===== src/audio_route_pkg.sv =====
/*
 * Shared constants of the audio route configuration block, plus the
 * pin synchroniser that the register bank instantiates.
 * Assumes a single system clock; the serial port pins are asynchronous.
 */
// Behaviour
// - Second word bit 0 powers down gain amplifier.
// - Second word bit 1 powers down lowpass filter.
// - Bits 3:2 pick sample rate and passband.
// - Bit 4 picks filter mux source.
// - Bits 6:5 steer or power down mixer B.
// - Bits 8:7 steer or power down mixer A.
// - Bits 10:9 pick mixer A source; 11 unused.
// - Bits 13:11 give attenuation of four dB steps.
// - Bits 15:14 pick the level stage source.
// - Second word load goes straight to live settings.
// - New settings apply when slave select rises.
// - First word load only fills holding register.
// - Second word load also commits the holding register.
// - Loads are accepted while master power is off.
// - Settings show only once master power is set.
`timescale 1ns/1ps
`default_nettype none

package audio_route_pkg;
    localparam int          FRAME_BITS   = 24;
    localparam int          CNT_W        = 5;
    localparam int          WORD_W       = 16;
    localparam int          CTL_LSB      = 16;
    // Control byte bit positions within the received frame.
    localparam int          CTL_POWER    = 16;
    localparam int          CTL_LOAD_1ST = 17;
    localparam int          CTL_LOAD_2ND = 18;
    // Second configuration word field positions.
    localparam int          GAIN_PD_BIT  = 0;
    localparam int          LP_PD_BIT    = 1;
    localparam int          RATE_LSB     = 2;
    localparam int          FSRC_BIT     = 4;
    localparam int          MIXB_LSB     = 5;
    localparam int          MIXA_LSB     = 7;
    localparam int          ASRC_LSB     = 9;
    localparam int          ATTEN_LSB    = 11;
    localparam int          LSRC_LSB     = 14;
    localparam logic [1:0]  ASRC_UNUSED  = 2'h3;
    // Patterns shown while master power is off: every stage powered down.
    localparam logic [15:0] SECOND_OFF   = 16'h01e3;
    localparam logic [15:0] FIRST_OFF    = 16'h2421;
    localparam logic [15:0] SECOND_RST   = 16'h01e3;
    localparam logic [15:0] FIRST_RST    = 16'h2421;
    // Sample rate and passband per rate code, in hertz.
    localparam logic [15:0] RATE_HZ_0    = 16'h1f40;
    localparam logic [15:0] RATE_HZ_1    = 16'h1900;
    localparam logic [15:0] RATE_HZ_2    = 16'h14b4;
    localparam logic [15:0] RATE_HZ_3    = 16'h0fa0;
    localparam logic [15:0] PASS_HZ_0    = 16'h0d48;
    localparam logic [15:0] PASS_HZ_1    = 16'h0a8c;
    localparam logic [15:0] PASS_HZ_2    = 16'h08fc;
    localparam logic [15:0] PASS_HZ_3    = 16'h06a4;
endpackage

module pin_filter #(
    parameter int W = 3
) (
    input  wire logic         clk_sys,
    input  wire logic         nrst,
    input  wire logic         ce,
    input  wire logic [W-1:0] pin_in,
    output logic      [W-1:0] level,
    output logic      [W-1:0] rise,
    output logic      [W-1:0] fall
);
    logic [W-1:0] s1_q;
    logic [W-1:0] s2_q;
    logic [W-1:0] s3_q;
    logic [W-1:0] lvl_q;
    wire  [W-1:0] agree = ~(s2_q ^ s3_q);

    if (W < 1) begin : g_bad_width
        $error("pin_filter needs at least one pin");
    end

    // A change counts only once the second and third stages agree.
    assign rise  = agree & s3_q & ~lvl_q;
    assign fall  = agree & ~s3_q & lvl_q;
    assign level = lvl_q;

    always_ff @(posedge clk_sys or negedge nrst) begin
        if (!nrst) begin
            s1_q  <= '1;
            s2_q  <= '1;
            s3_q  <= '1;
            lvl_q <= '1;
        end else if (ce) begin
            s1_q  <= pin_in;
            s2_q  <= s1_q;
            s3_q  <= s2_q;
            lvl_q <= (agree & s3_q) | (~agree & lvl_q);
        end
    end
endmodule // pin_filter

`default_nettype wire


===== src/audio_route_config_bank.sv =====
/*
 * Serial configuration bank: receives 24-bit frames on the serial port,
 * keeps the first word in a holding register and commits both words to
 * the live settings on a second-word load when slave select rises.
 * Assumes the serial pins are asynchronous to clk_sys and that the serial
 * clock is much slower than clk_sys.
 */
`timescale 1ns/1ps
`default_nettype none

module audio_route_config_bank (
    input  wire logic        clk_sys,
    input  wire logic        nrst,
    input  wire logic        ce,
    input  wire logic        sclk,
    input  wire logic        ss_n,
    input  wire logic        mosi,
    output logic             master_power,
    output logic [15:0]      first_word_live,
    output logic [15:0]      second_word_live,
    output logic [15:0]      first_word_applied,
    output logic             gain_amp_powerdown,
    output logic             lowpass_powerdown,
    output logic [1:0]       rate_sel,
    output logic [15:0]      sample_rate_hz,
    output logic [15:0]      passband_hz,
    output logic             filter_src_sel,
    output logic [1:0]       mixer_b_ctl,
    output logic [1:0]       mixer_a_ctl,
    output logic [1:0]       mixer_a_src,
    output logic             mixer_a_src_unused,
    output logic [2:0]       atten,
    output logic [4:0]       atten_db,
    output logic [1:0]       level_src
);
    logic [2:0]  pin_lvl;
    logic [2:0]  pin_rise;
    logic [2:0]  pin_fall;

    logic [23:0] shift_q;
    logic [4:0]  bit_cnt_q;
    logic [15:0] hold_q;
    logic [15:0] live_first_q;
    logic [15:0] live_second_q;
    logic        power_q;
    logic [15:0] eff_first_q;
    logic [15:0] eff_second_q;
    logic [15:0] rate_hz_q;
    logic [15:0] pass_hz_q;

    pin_filter #(
        .W (3)
    ) u_pins (
        .clk_sys (clk_sys),
        .nrst    (nrst),
        .ce      (ce),
        .pin_in  ({mosi, sclk, ss_n}),
        .level   (pin_lvl),
        .rise    (pin_rise),
        .fall    (pin_fall)
    );

    wire        ss_low     = ~pin_lvl[0];
    wire        ss_start   = pin_fall[0];
    wire        ss_end     = pin_rise[0];
    wire        sclk_edge  = pin_rise[1] & ss_low;
    wire        mosi_lvl   = pin_lvl[2];
    wire        cnt_full   = (bit_cnt_q == 5'(audio_route_pkg::FRAME_BITS));
    wire        frame_ok   = ss_end & cnt_full;
    wire [15:0] frame_data = shift_q[audio_route_pkg::WORD_W-1:0];
    // Frames of any other length are dropped whole rather than half-applied.
    wire        load_first  = frame_ok & shift_q[audio_route_pkg::CTL_LOAD_1ST];
    wire        load_second = frame_ok & shift_q[audio_route_pkg::CTL_LOAD_2ND];
    wire        set_power   = frame_ok;
    wire        power_bit   = shift_q[audio_route_pkg::CTL_POWER];

    // Serial frames arrive least significant bit first.
    always_ff @(posedge clk_sys or negedge nrst) begin
        if (!nrst) begin
            shift_q   <= 24'h000000;
            bit_cnt_q <= 5'h00;
        end else if (ce) begin
            if (ss_start) begin
                bit_cnt_q <= 5'h00;
            end else if (sclk_edge) begin
                shift_q   <= {mosi_lvl, shift_q[23:1]};
                bit_cnt_q <= (bit_cnt_q == 5'h1f) ? bit_cnt_q : bit_cnt_q + 5'h01;
            end
        end
    end

    // Loads are taken regardless of master power.
    always_ff @(posedge clk_sys or negedge nrst) begin
        if (!nrst) begin
            hold_q <= audio_route_pkg::FIRST_RST;
        end else if (ce && load_first) begin
            hold_q <= frame_data;
        end
    end

    // The holding register commits with the second word, so the host must
    // send the first word earlier to have both apply together.
    always_ff @(posedge clk_sys or negedge nrst) begin
        if (!nrst) begin
            live_first_q  <= audio_route_pkg::FIRST_RST;
            live_second_q <= audio_route_pkg::SECOND_RST;
        end else if (ce && load_second) begin
            live_second_q <= frame_data;
            live_first_q  <= hold_q;
        end
    end

    // Commit happens on the slave select rise, never mid-frame.
    always_ff @(posedge clk_sys or negedge nrst) begin
        if (!nrst) begin
            power_q <= 1'b0;
        end else if (ce && set_power) begin
            power_q <= power_bit;
        end
    end

    // While unpowered every stage shows powered down.
    wire [15:0] eff_first_d  = power_q ? live_first_q : audio_route_pkg::FIRST_OFF;
    wire [15:0] eff_second_d = power_q ? live_second_q : audio_route_pkg::SECOND_OFF;
    wire [1:0]  rate_d       = eff_second_d[audio_route_pkg::RATE_LSB +: 2];
    wire [15:0] rate_hz_d    = (rate_d == 2'h0) ? audio_route_pkg::RATE_HZ_0 :
                               (rate_d == 2'h1) ? audio_route_pkg::RATE_HZ_1 :
                               (rate_d == 2'h2) ? audio_route_pkg::RATE_HZ_2 :
                                                  audio_route_pkg::RATE_HZ_3;
    wire [15:0] pass_hz_d    = (rate_d == 2'h0) ? audio_route_pkg::PASS_HZ_0 :
                               (rate_d == 2'h1) ? audio_route_pkg::PASS_HZ_1 :
                               (rate_d == 2'h2) ? audio_route_pkg::PASS_HZ_2 :
                                                  audio_route_pkg::PASS_HZ_3;

    always_ff @(posedge clk_sys or negedge nrst) begin
        if (!nrst) begin
            eff_first_q  <= audio_route_pkg::FIRST_OFF;
            eff_second_q <= audio_route_pkg::SECOND_OFF;
            rate_hz_q    <= audio_route_pkg::RATE_HZ_0;
            pass_hz_q    <= audio_route_pkg::PASS_HZ_0;
        end else if (ce) begin
            eff_first_q  <= eff_first_d;
            eff_second_q <= eff_second_d;
            rate_hz_q    <= rate_hz_d;
            pass_hz_q    <= pass_hz_d;
        end
    end

    assign master_power       = power_q;
    assign first_word_live    = live_first_q;
    assign second_word_live   = live_second_q;
    assign first_word_applied = eff_first_q;
    assign gain_amp_powerdown = eff_second_q[audio_route_pkg::GAIN_PD_BIT];
    assign lowpass_powerdown  = eff_second_q[audio_route_pkg::LP_PD_BIT];
    assign rate_sel           = eff_second_q[audio_route_pkg::RATE_LSB +: 2];
    assign sample_rate_hz     = rate_hz_q;
    assign passband_hz        = pass_hz_q;
    assign filter_src_sel     = eff_second_q[audio_route_pkg::FSRC_BIT];
    assign mixer_b_ctl        = eff_second_q[audio_route_pkg::MIXB_LSB +: 2];
    assign mixer_a_ctl        = eff_second_q[audio_route_pkg::MIXA_LSB +: 2];
    assign mixer_a_src        = eff_second_q[audio_route_pkg::ASRC_LSB +: 2];
    // The unused source code is passed on, but flagged for the analog side.
    assign mixer_a_src_unused = (mixer_a_src == audio_route_pkg::ASRC_UNUSED);
    assign atten              = eff_second_q[audio_route_pkg::ATTEN_LSB +: 3];
    assign atten_db           = {atten, 2'b00};
    assign level_src          = eff_second_q[audio_route_pkg::LSRC_LSB +: 2];

    a_second_commit: assert property (@(posedge clk_sys) disable iff (!nrst)
        ce && load_second |=> live_second_q == $past(frame_data))
        else $error("second word not committed");

    a_first_copy: assert property (@(posedge clk_sys) disable iff (!nrst)
        ce && load_second |=> live_first_q == $past(hold_q))
        else $error("holding register not copied on commit");

    a_first_hold_only: assert property (@(posedge clk_sys) disable iff (!nrst)
        ce && load_first && !load_second
        |=> hold_q == $past(frame_data) && $stable(live_first_q))
        else $error("first word load touched live settings");

    a_commit_moment: assert property (@(posedge clk_sys) disable iff (!nrst)
        $changed(live_second_q) |-> $past(ss_end) && $past(ce))
        else $error("live settings changed away from slave select rise");

    a_accept_unpowered: assert property (@(posedge clk_sys) disable iff (!nrst)
        ce && load_second && !power_q |=> live_second_q == $past(frame_data))
        else $error("load refused while unpowered");

    a_power_gate: assert property (@(posedge clk_sys) disable iff (!nrst)
        ce && !power_q |=> eff_second_q == audio_route_pkg::SECOND_OFF
                           && eff_first_q == audio_route_pkg::FIRST_OFF)
        else $error("settings visible while unpowered");

    a_power_show: assert property (@(posedge clk_sys) disable iff (!nrst)
        ce && power_q ##1 ce && power_q && $stable(live_second_q)
        |=> eff_second_q == $past(live_second_q))
        else $error("powered settings not shown");

    a_gain_pd: assert property (@(posedge clk_sys) disable iff (!nrst)
        ce && power_q && live_second_q[0] |=> gain_amp_powerdown)
        else $error("gain amplifier not powered down");

    a_lowpass_pd: assert property (@(posedge clk_sys) disable iff (!nrst)
        ce && power_q && !live_second_q[1] |=> !lowpass_powerdown)
        else $error("lowpass filter not powered up");

    a_rate_table: assert property (@(posedge clk_sys) disable iff (!nrst)
        rate_sel == 2'h1 && $stable(rate_sel) |-> sample_rate_hz == 16'h1900
                                                  && passband_hz == 16'h0a8c)
        else $error("rate code one gives wrong rate");

    a_atten_scale: assert property (@(posedge clk_sys) disable iff (!nrst)
        atten == 3'h7 |-> atten_db == 5'h1c)
        else $error("full attenuation is not 28 dB");

    a_field_route: assert property (@(posedge clk_sys) disable iff (!nrst)
        ce && power_q && !load_second
        |=> {level_src, mixer_a_src, mixer_a_ctl, mixer_b_ctl, filter_src_sel} ==
            {$past(live_second_q[15:14]), $past(live_second_q[10:4])})
        else $error("field routing wrong");
endmodule // audio_route_config_bank

`default_nettype wire


===== config.mk =====
export PLATFORM = sky130hd
export DESIGN_NAME = audio_route_config_bank
export DESIGN_NICKNAME = d
export VERILOG_FILES = /design/src/audio_route_pkg.sv /design/src/audio_route_config_bank.sv
export SDC_FILE = /design/constraint.sdc
export NUM_CORES = 1
export LEC_CHECK = 0
export ABC_AREA = 0
export BUFFER_PORTS_ARGS = -buffer_cell sky130_fd_sc_hd__buf_2
export CAP_MARGIN = 10
export CORE_MARGIN = 4
export CORE_UTILIZATION = 38
export CTS_CLUSTER_SIZE = 25
export DETAILED_ROUTE_END_ITERATION = 16
export MAX_ROUTING_LAYER = met4
export PLACE_DENSITY_LB_ADDON = 0.1
export SYNTH_ARGS = -nofsm -noshare
export SYNTH_HDL_FRONTEND = slang
export SYNTH_SLANG_ARGS = --single-unit

===== constraint.sdc =====
create_clock -name clk_sys -period 2.05 [get_ports clk_sys]
set_input_delay 0.5125 -clock clk_sys [delete_from_list [all_inputs] [get_ports clk_sys]]
set_output_delay 0.5125 -clock clk_sys [all_outputs]
set_load 0.005 [all_outputs]

; Yosys cells after proc, flatten, opt, wreduce, memory -nomap -nowiden
; Index checks and enable logic that the tools add are counted.
[word_totals]
output_inout_bits = 103
in_bits = 6
elab_cells = 56
reg_bits = 154
[classes]
reduce_logical = 7
addsub = 1
eq_ne = 6
mux = 11
n_bitwise = 17
[op_table]
columns = operator, count
row1 = 13-bit two-way mux, 3
row2 = 12-bit two-way mux, 3
row3 = 16-bit two-way mux, 2
row4 = 5-bit two-way mux, 3
row5 = 5-bit equality test (second input constant), 2
row6 = 1-bit bitwise AND, 6
row7 = 3-bit bitwise AND, 2
row8 = 3-bit NOT, 2
row9 = 3-bit AND reduction, 2
row10 = 5-bit by 1-bit adder with 5-bit output (second input constant), 1
row11 = 2-bit equality test (second input constant), 2
row12 = 1-bit logical AND, 3
row13 = 1-bit NOT, 3
row14 = 3-bit OR, 1
row15 = 3-bit XOR, 1
row16 = 2-bit bitwise AND, 1
row17 = 2-bit by 1-bit equality test with 1-bit output (second input constant), 1
row18 = 2-bit zero test, 1
row19 = 2-bit inequality test (second input constant), 1
row20 = 2-bit NOT, 1
row21 = 2-bit nonzero test, 1

; Depth between registers and ports, before layout
[depth]
depth_word = 7
mapped_depth = 6
depth_no_buf = 6

; Cells and area by module
; A second synthesis with hierarchy kept.
[unflattened]
hier_cells = 443
hier_area_um2 = 5661.7
[modules_own_cells]
columns = module, n_inst, seq_area_each_um2, cells_per_inst, area_each_um2
row1 = audio_route_config_bank, 1, 2990.4, 390, 5044.8
row2 = pin_filter, 1, 315.3, 53, 616.8

; Least setup slack after synthesis
; Ideal clock, no wire load.
[synth_timing]
path_type = register -> register
from = reg u_pins.s2_q[0]
to = reg hold_q[11]
setup_time_ns = 0.125
stages_incl_launch_ff = 6
synth_period_minus_slack_ns = 1.808
arrival_time_ns = 1.684
setup_slack_ns = 0.242
required_time_ns = 1.925
path_buffers = 1
path_cell_list = dfstp_2 > ha_1 > nand4b_4 > nor3_4 > buf_6 > mux2_2
[synth_between]
elab_chain_cells = 7
[synth_rtl]
columns = item, line
row1 = "start, declared", audio_route_pkg.sv:73  ; logic [W-1:0] s2_q;
row2 = "start signal, assigned", audio_route_pkg.sv:95  ; s2_q <= s1_q;
row3 = 3-bit XOR, audio_route_pkg.sv:76  ; wire [W-1:0] agree = ~(s2_q ^ s3_q);
row4 = 3-bit NOT, audio_route_pkg.sv:76
row5 = 3-bit bitwise AND, audio_route_pkg.sv:83  ; assign rise = agree & s3_q & ~lvl_q;
row6 = 2-bit bitwise AND, audio_route_pkg.sv:83
row7 = 1-bit bitwise AND, audio_route_config_bank.sv:69  ; wire frame_ok = ss_end & cnt_full;
row8 = 1-bit bitwise AND, audio_route_config_bank.sv:72  ; wire load_first = frame_ok & shift_q[audio_route_pkg::CTL_LOAD_1ST];
row9 = 1-bit logical AND, audio_route_config_bank.sv:96  ; end else if (ce && load_first) begin
row10 = "end signal, assigned", audio_route_config_bank.sv:95  ; hold_q <= audio_route_pkg::FIRST_RST;
row11 = "end signal, assigned", audio_route_config_bank.sv:97  ; hold_q <= frame_data;
row12 = "end, declared", audio_route_config_bank.sv:42  ; logic [15:0] hold_q;
; Every way passes these cells.
; A chain may end at the register's enable or synchronous reset.

; Worst setup path after layout
[layout_timing]
from = reg bit_cnt_q[0]
to = reg live_second_q[13], in the netlist second_word_live[13]
[layout_between]
elab_chain_cells = 4
[layout_rtl]
columns = item, line
row1 = "start, declared", audio_route_config_bank.sv:41  ; logic [4:0] bit_cnt_q;
row2 = "start signal, assigned", audio_route_config_bank.sv:87  ; bit_cnt_q <= (bit_cnt_q == 5'h1f) ? bit_cnt_q : bit_cnt_q + 5'h01;
row3 = 5-bit equality test, audio_route_config_bank.sv:68  ; wire cnt_full = (bit_cnt_q == 5'(audio_route_pkg::FRAME_BITS));
row4 = 1-bit bitwise AND, audio_route_config_bank.sv:69
row5 = 1-bit bitwise AND, audio_route_config_bank.sv:73  ; wire load_second = frame_ok & shift_q[audio_route_pkg::CTL_LOAD_2ND];
row6 = 1-bit logical AND, audio_route_config_bank.sv:107  ; end else if (ce && load_second) begin
row7 = "end signal, assigned", audio_route_config_bank.sv:106  ; live_second_q <= audio_route_pkg::SECOND_RST;
row8 = "end signal, assigned", audio_route_config_bank.sv:108  ; live_second_q <= frame_data;
row9 = "end, declared", audio_route_config_bank.sv:44  ; logic [15:0] live_second_q;
; Every way passes these cells.

==> summary.md <==
| Metric | Value |
|---|---|
| Register area | 3330 µm² |
| CP cell instances | inv_1 > ha_1 > nand4b_4 > nor3_4 > buf_12 > mux2_2 |
| RSZ-0062 raised after global routing | false |
| Worst hold-check path type | primary input to asynchronous set/reset pin |
| Fillers | 1311 |
| Post-layout nets | 542 |
| Switching part of the total | ~23% |
| Area grow syn2layout | 19.9% |
| GRT Total Usage | ~14% |
| Slowest cell on crit path | dfrtp_1 |
| Design Area, Final | 6650 µm² |
| Critical path class | flop to flop |
| # resized after CTS | 0 |
| Port Buffers | between 90 and 100 |
| Die Ht | about 130 µm |
| DIE AREA | 16600 µm² |
| Initial antenna violation count | 0 |
| Pin count of the biggest net entering global routing | 50 |
| Psw | between 0.001 and 0.0015 W |
| I/O pin count | approximately 110 |
| WL per Instance | 14.9 µm |
| CP peak stage delay | 0.43 ns |
| Final Skew | 0.0107 ns |
| Synth cell types | 33 |
| Placeable Area | 14100 µm² |
| H-tree depth | 4 |
| Final setup margin | 0.192 ns |
| Via density | 4.63 |
| Fin crit share | 90.6% |
| Drt first-iter violations | roughly 150 |
| Multi-input gate area | 1790 µm² |
| CTS tree | yes |
| Share of cells above drive strength 1 | 48.3% |
| Antenna Nets Post-Route | 0 |
| Num CTS Buffers | 17 |
| Die width | 129 µm |
| Number of global-route vias before repair | between 3000 and 4000 |
| CTS Buffer Depth | 2 |
| Synthesized flop and latch total | 131 |
| Vias | 3326 |
| Drt total wl | 10700 µm |
| Max_cap viols | 0 |
| Antenna diode count | 0 |
| Cell area after synthesis | between 5000 and 6000 µm² |
| CTS Hold Bufs | 0 |
| Leak Pwr | 3.29 nW |
| Clock latency on the worst-skew pair | 0.41 ns |
| Synth Instances | 434 |
| Max Clk Rate | 0.538 GHz |
| DP HPWL | 7330 µm |
| TNS Setup | 0 ns |
| Synth Warn # | 0 |
| PD cells | 893 nW/µm² |
| Pint | roughly 0.0046 W |
| Final Slew Violations | 0 |
| Clock Power Share | 45.2% |
| Pre-CTS setup slack | 0.110 ns |
| Row count | 43 |
| CTS root buf | clkbuf_16 |
| Register area share after synthesis | 60.0% |
| First-pass GRT wire length | 17900 µm |
| TritonRoute pass-1 iters | 4 |
| GR Overflow Total | 0 |
| Clock sinks | 131 |
| Seq pwr share | ~48% |
| Worst Path Max Fanout | 32 |
| Worst-path clk slew | 0.06 ns |
| Final RePlAce weighted congestion | approximately 0.74 |
| Worst ir drop on vdd | approximately 0.00056 V |
| Tmin final | about 1.9 ns |
| DRC Markers | 0 |
| Crit start category | flop |
| Crit path required time | 2.34 ns |
| CP arrival | 2.15 ns |
| Hold Vio Cnt, Final | 0 |
| Syn avg cell area | 12.8 µm² |
| Setup-failing EPs final | 0 |
| Logic pwr share | about 6.6% |
| CP Capture Type | flop |
| Setup Fix Bufs, Post-CTS | 0 |
| Status | finished, final reports clean |
| Post-DP Area | 6120 µm² |
| Starting Density | 39.4% |
## critical path: cells and delay by family (launching register included)
family | cells | cell delay (ns)
fa+ha+maj | 1 | 0.19
buf+inv | 2 | 0.33
flops | 1 | 0.43
simple gates | 2 | 0.42
mux | 1 | 0.35
## path summary, 6_finish.rpt
check | from | to | slack (ns) | cells after the start
max | bit_cnt_q[0] | second_word_live[13] | 0.19 | 6
min | nrst | first_word_applied[15] | 0.04 | 1
max reg2reg | bit_cnt_q[0] | second_word_live[13] | 0.19 | 6
min reg2reg | u_pins.s3_q[2] | u_pins.s3_q[2] | 0.48 | 2
max in group asynchronous | nrst | hold_q[0] | 1.33 | 2
min in group clk_sys | sclk | u_pins.s1_q[1] | 0.33 | 2
## power by group through the flow
| stage | sequential, W | clock, W | combinational, W |
|---|---|---|---|
| finish | 0.00286 | 0.00269 | 0.000395 |
| global route | 0.00288 | 0.00290 | 0.000460 |
| CTS | 0.00286 | 0.00277 | 0.000406 |
| detailed placement | 0.00290 | 0 | 0.000406 |
| global placement | 0.00289 | 0 | 0.000394 |
| floorplan | 0.00287 | 0 | 0.000293 |
## cell usage in the layout (no fill, tap or decap)
cell / n
buf_6: 1
nor3b_1: 2
nand3_1: 23
o21ai_0: 36
nor2b_1: 2
buf_4: 9
nor3_4: 2
conb_1: 14
clkbuf_8: 4
dfrtp_1: 89
inv_1: 41
ha_1: 11
nand3b_1: 3
mux2_2: 81
buf_2: 93
and3_1: 1
o311ai_0: 1
nor3_1: 1
a21oi_1: 1
o21a_1: 1
or2b_1: 1
clkbuf_1: 6
and4bb_2: 1
mux2i_1: 2
clkinv_2: 4
and3b_1: 1
dfstp_2: 42
nor2_1: 12
clkbuf_16: 17
nand4b_4: 1
mux2_1: 2
and2_1: 1
clkinvlp_4: 1
nand2_1: 16
a31oi_1: 10
o31ai_1: 1
buf_12: 4
## per-layer routing
layer | wire length [µm] | GRT usage [%]
met1 | 5080 | 18.8
met2 | 4980 | 21.3
met3 | 567 | 4.90
met4 | 88 | 4.63
met5 | 0 | -
## final cells by class
type	instances	share of cell area, %
sequential	131	50.1
clock inverter	5	0.414
timing repair buffer	107	9.38
multi-input combinational	227	26.9
inverter	41	2.31
tap	180	3.38
clock buffer	27	7.56
## state kept, by name, indices dropped and copies added, names as in the netlist, 3 cells and up, named ones only
| name | cells |
|---|---|
| u_pins.s1_q | 3 |
| second_word_live | 16 |
| shift_q | 24 |
| u_pins.s2_q | 3 |
| hold_q | 16 |
| first_word_applied | 16 |
| eff_second_q | 16 |
| sample_rate_hz | 5 |
| first_word_live | 16 |
| bit_cnt_q | 5 |
| passband_hz | 4 |
| u_pins.s3_q | 3 |
## cell usage after synthesis
master | number | area share, %
dfrtp_1 | 89 | 40
mux2_2 | 81 | 16
dfstp_2 | 42 | 20
inv_1 | 41 | 2.8
o21ai_0 | 36 | 3.2
buf_4 | 29 | 3.9
nand3_1 | 23 | 2.1
nand2_1 | 16 | 1.1
nor2_1 | 12 | 0.81
ha_1 | 11 | 2.5
a31oi_1 | 10 | 1.1
clkbuf_1 | 7 | 0.47
buf_1 | 5 | 0.34
buf_6 | 4 | 0.81
buf_2 | 3 | 0.27
nand3b_1 | 3 | 0.41
mux2_1 | 2 | 0.41
mux2i_1 | 2 | 0.36
nor2b_1 | 2 | 0.23
nor3_4 | 2 | 0.59
nor3b_1 | 2 | 0.27
a21oi_1 | 1 | 0.090
and2_1 | 1 | 0.11
and3_1 | 1 | 0.11
and3b_1 | 1 | 0.16
and4bb_2 | 1 | 0.23
conb_1 | 1 | 0.068
nand4b_4 | 1 | 0.43
nor3_1 | 1 | 0.090
o21a_1 | 1 | 0.14
o311ai_0 | 1 | 0.16
o31ai_1 | 1 | 0.14
or2b_1 | 1 | 0.14
## kinds of logic after synthesis
kind of cell	after synthesis	share of synthesized area [%]
other	1	0.0676
multiplexers	85	17.2
buffers and inverters	89	8.59
adder cells (fa/ha/maj)	11	2.48
AND/OR/NAND/NOR	67	6.72
flip-flops	131	60.0
AO/OA/AOI/OAI	50	4.89
## metrics by stage
step	std cells	util (%)	total power, W	hold WS [ns]
2_1_floorplan	447	-	0.00316	0.217
3_3_place_gp	686	43.4	0.00329	0.471
3_5_place_dp	686	43.4	0.00330	0.475
4_1_cts	718	47.2	0.00604	0.0453
5_1_grt	718	47.2	0.00624	0.0604
6_report	718	47.2	0.00594	0.0412
No activity file was read; power rests on OpenSTA's default activity.
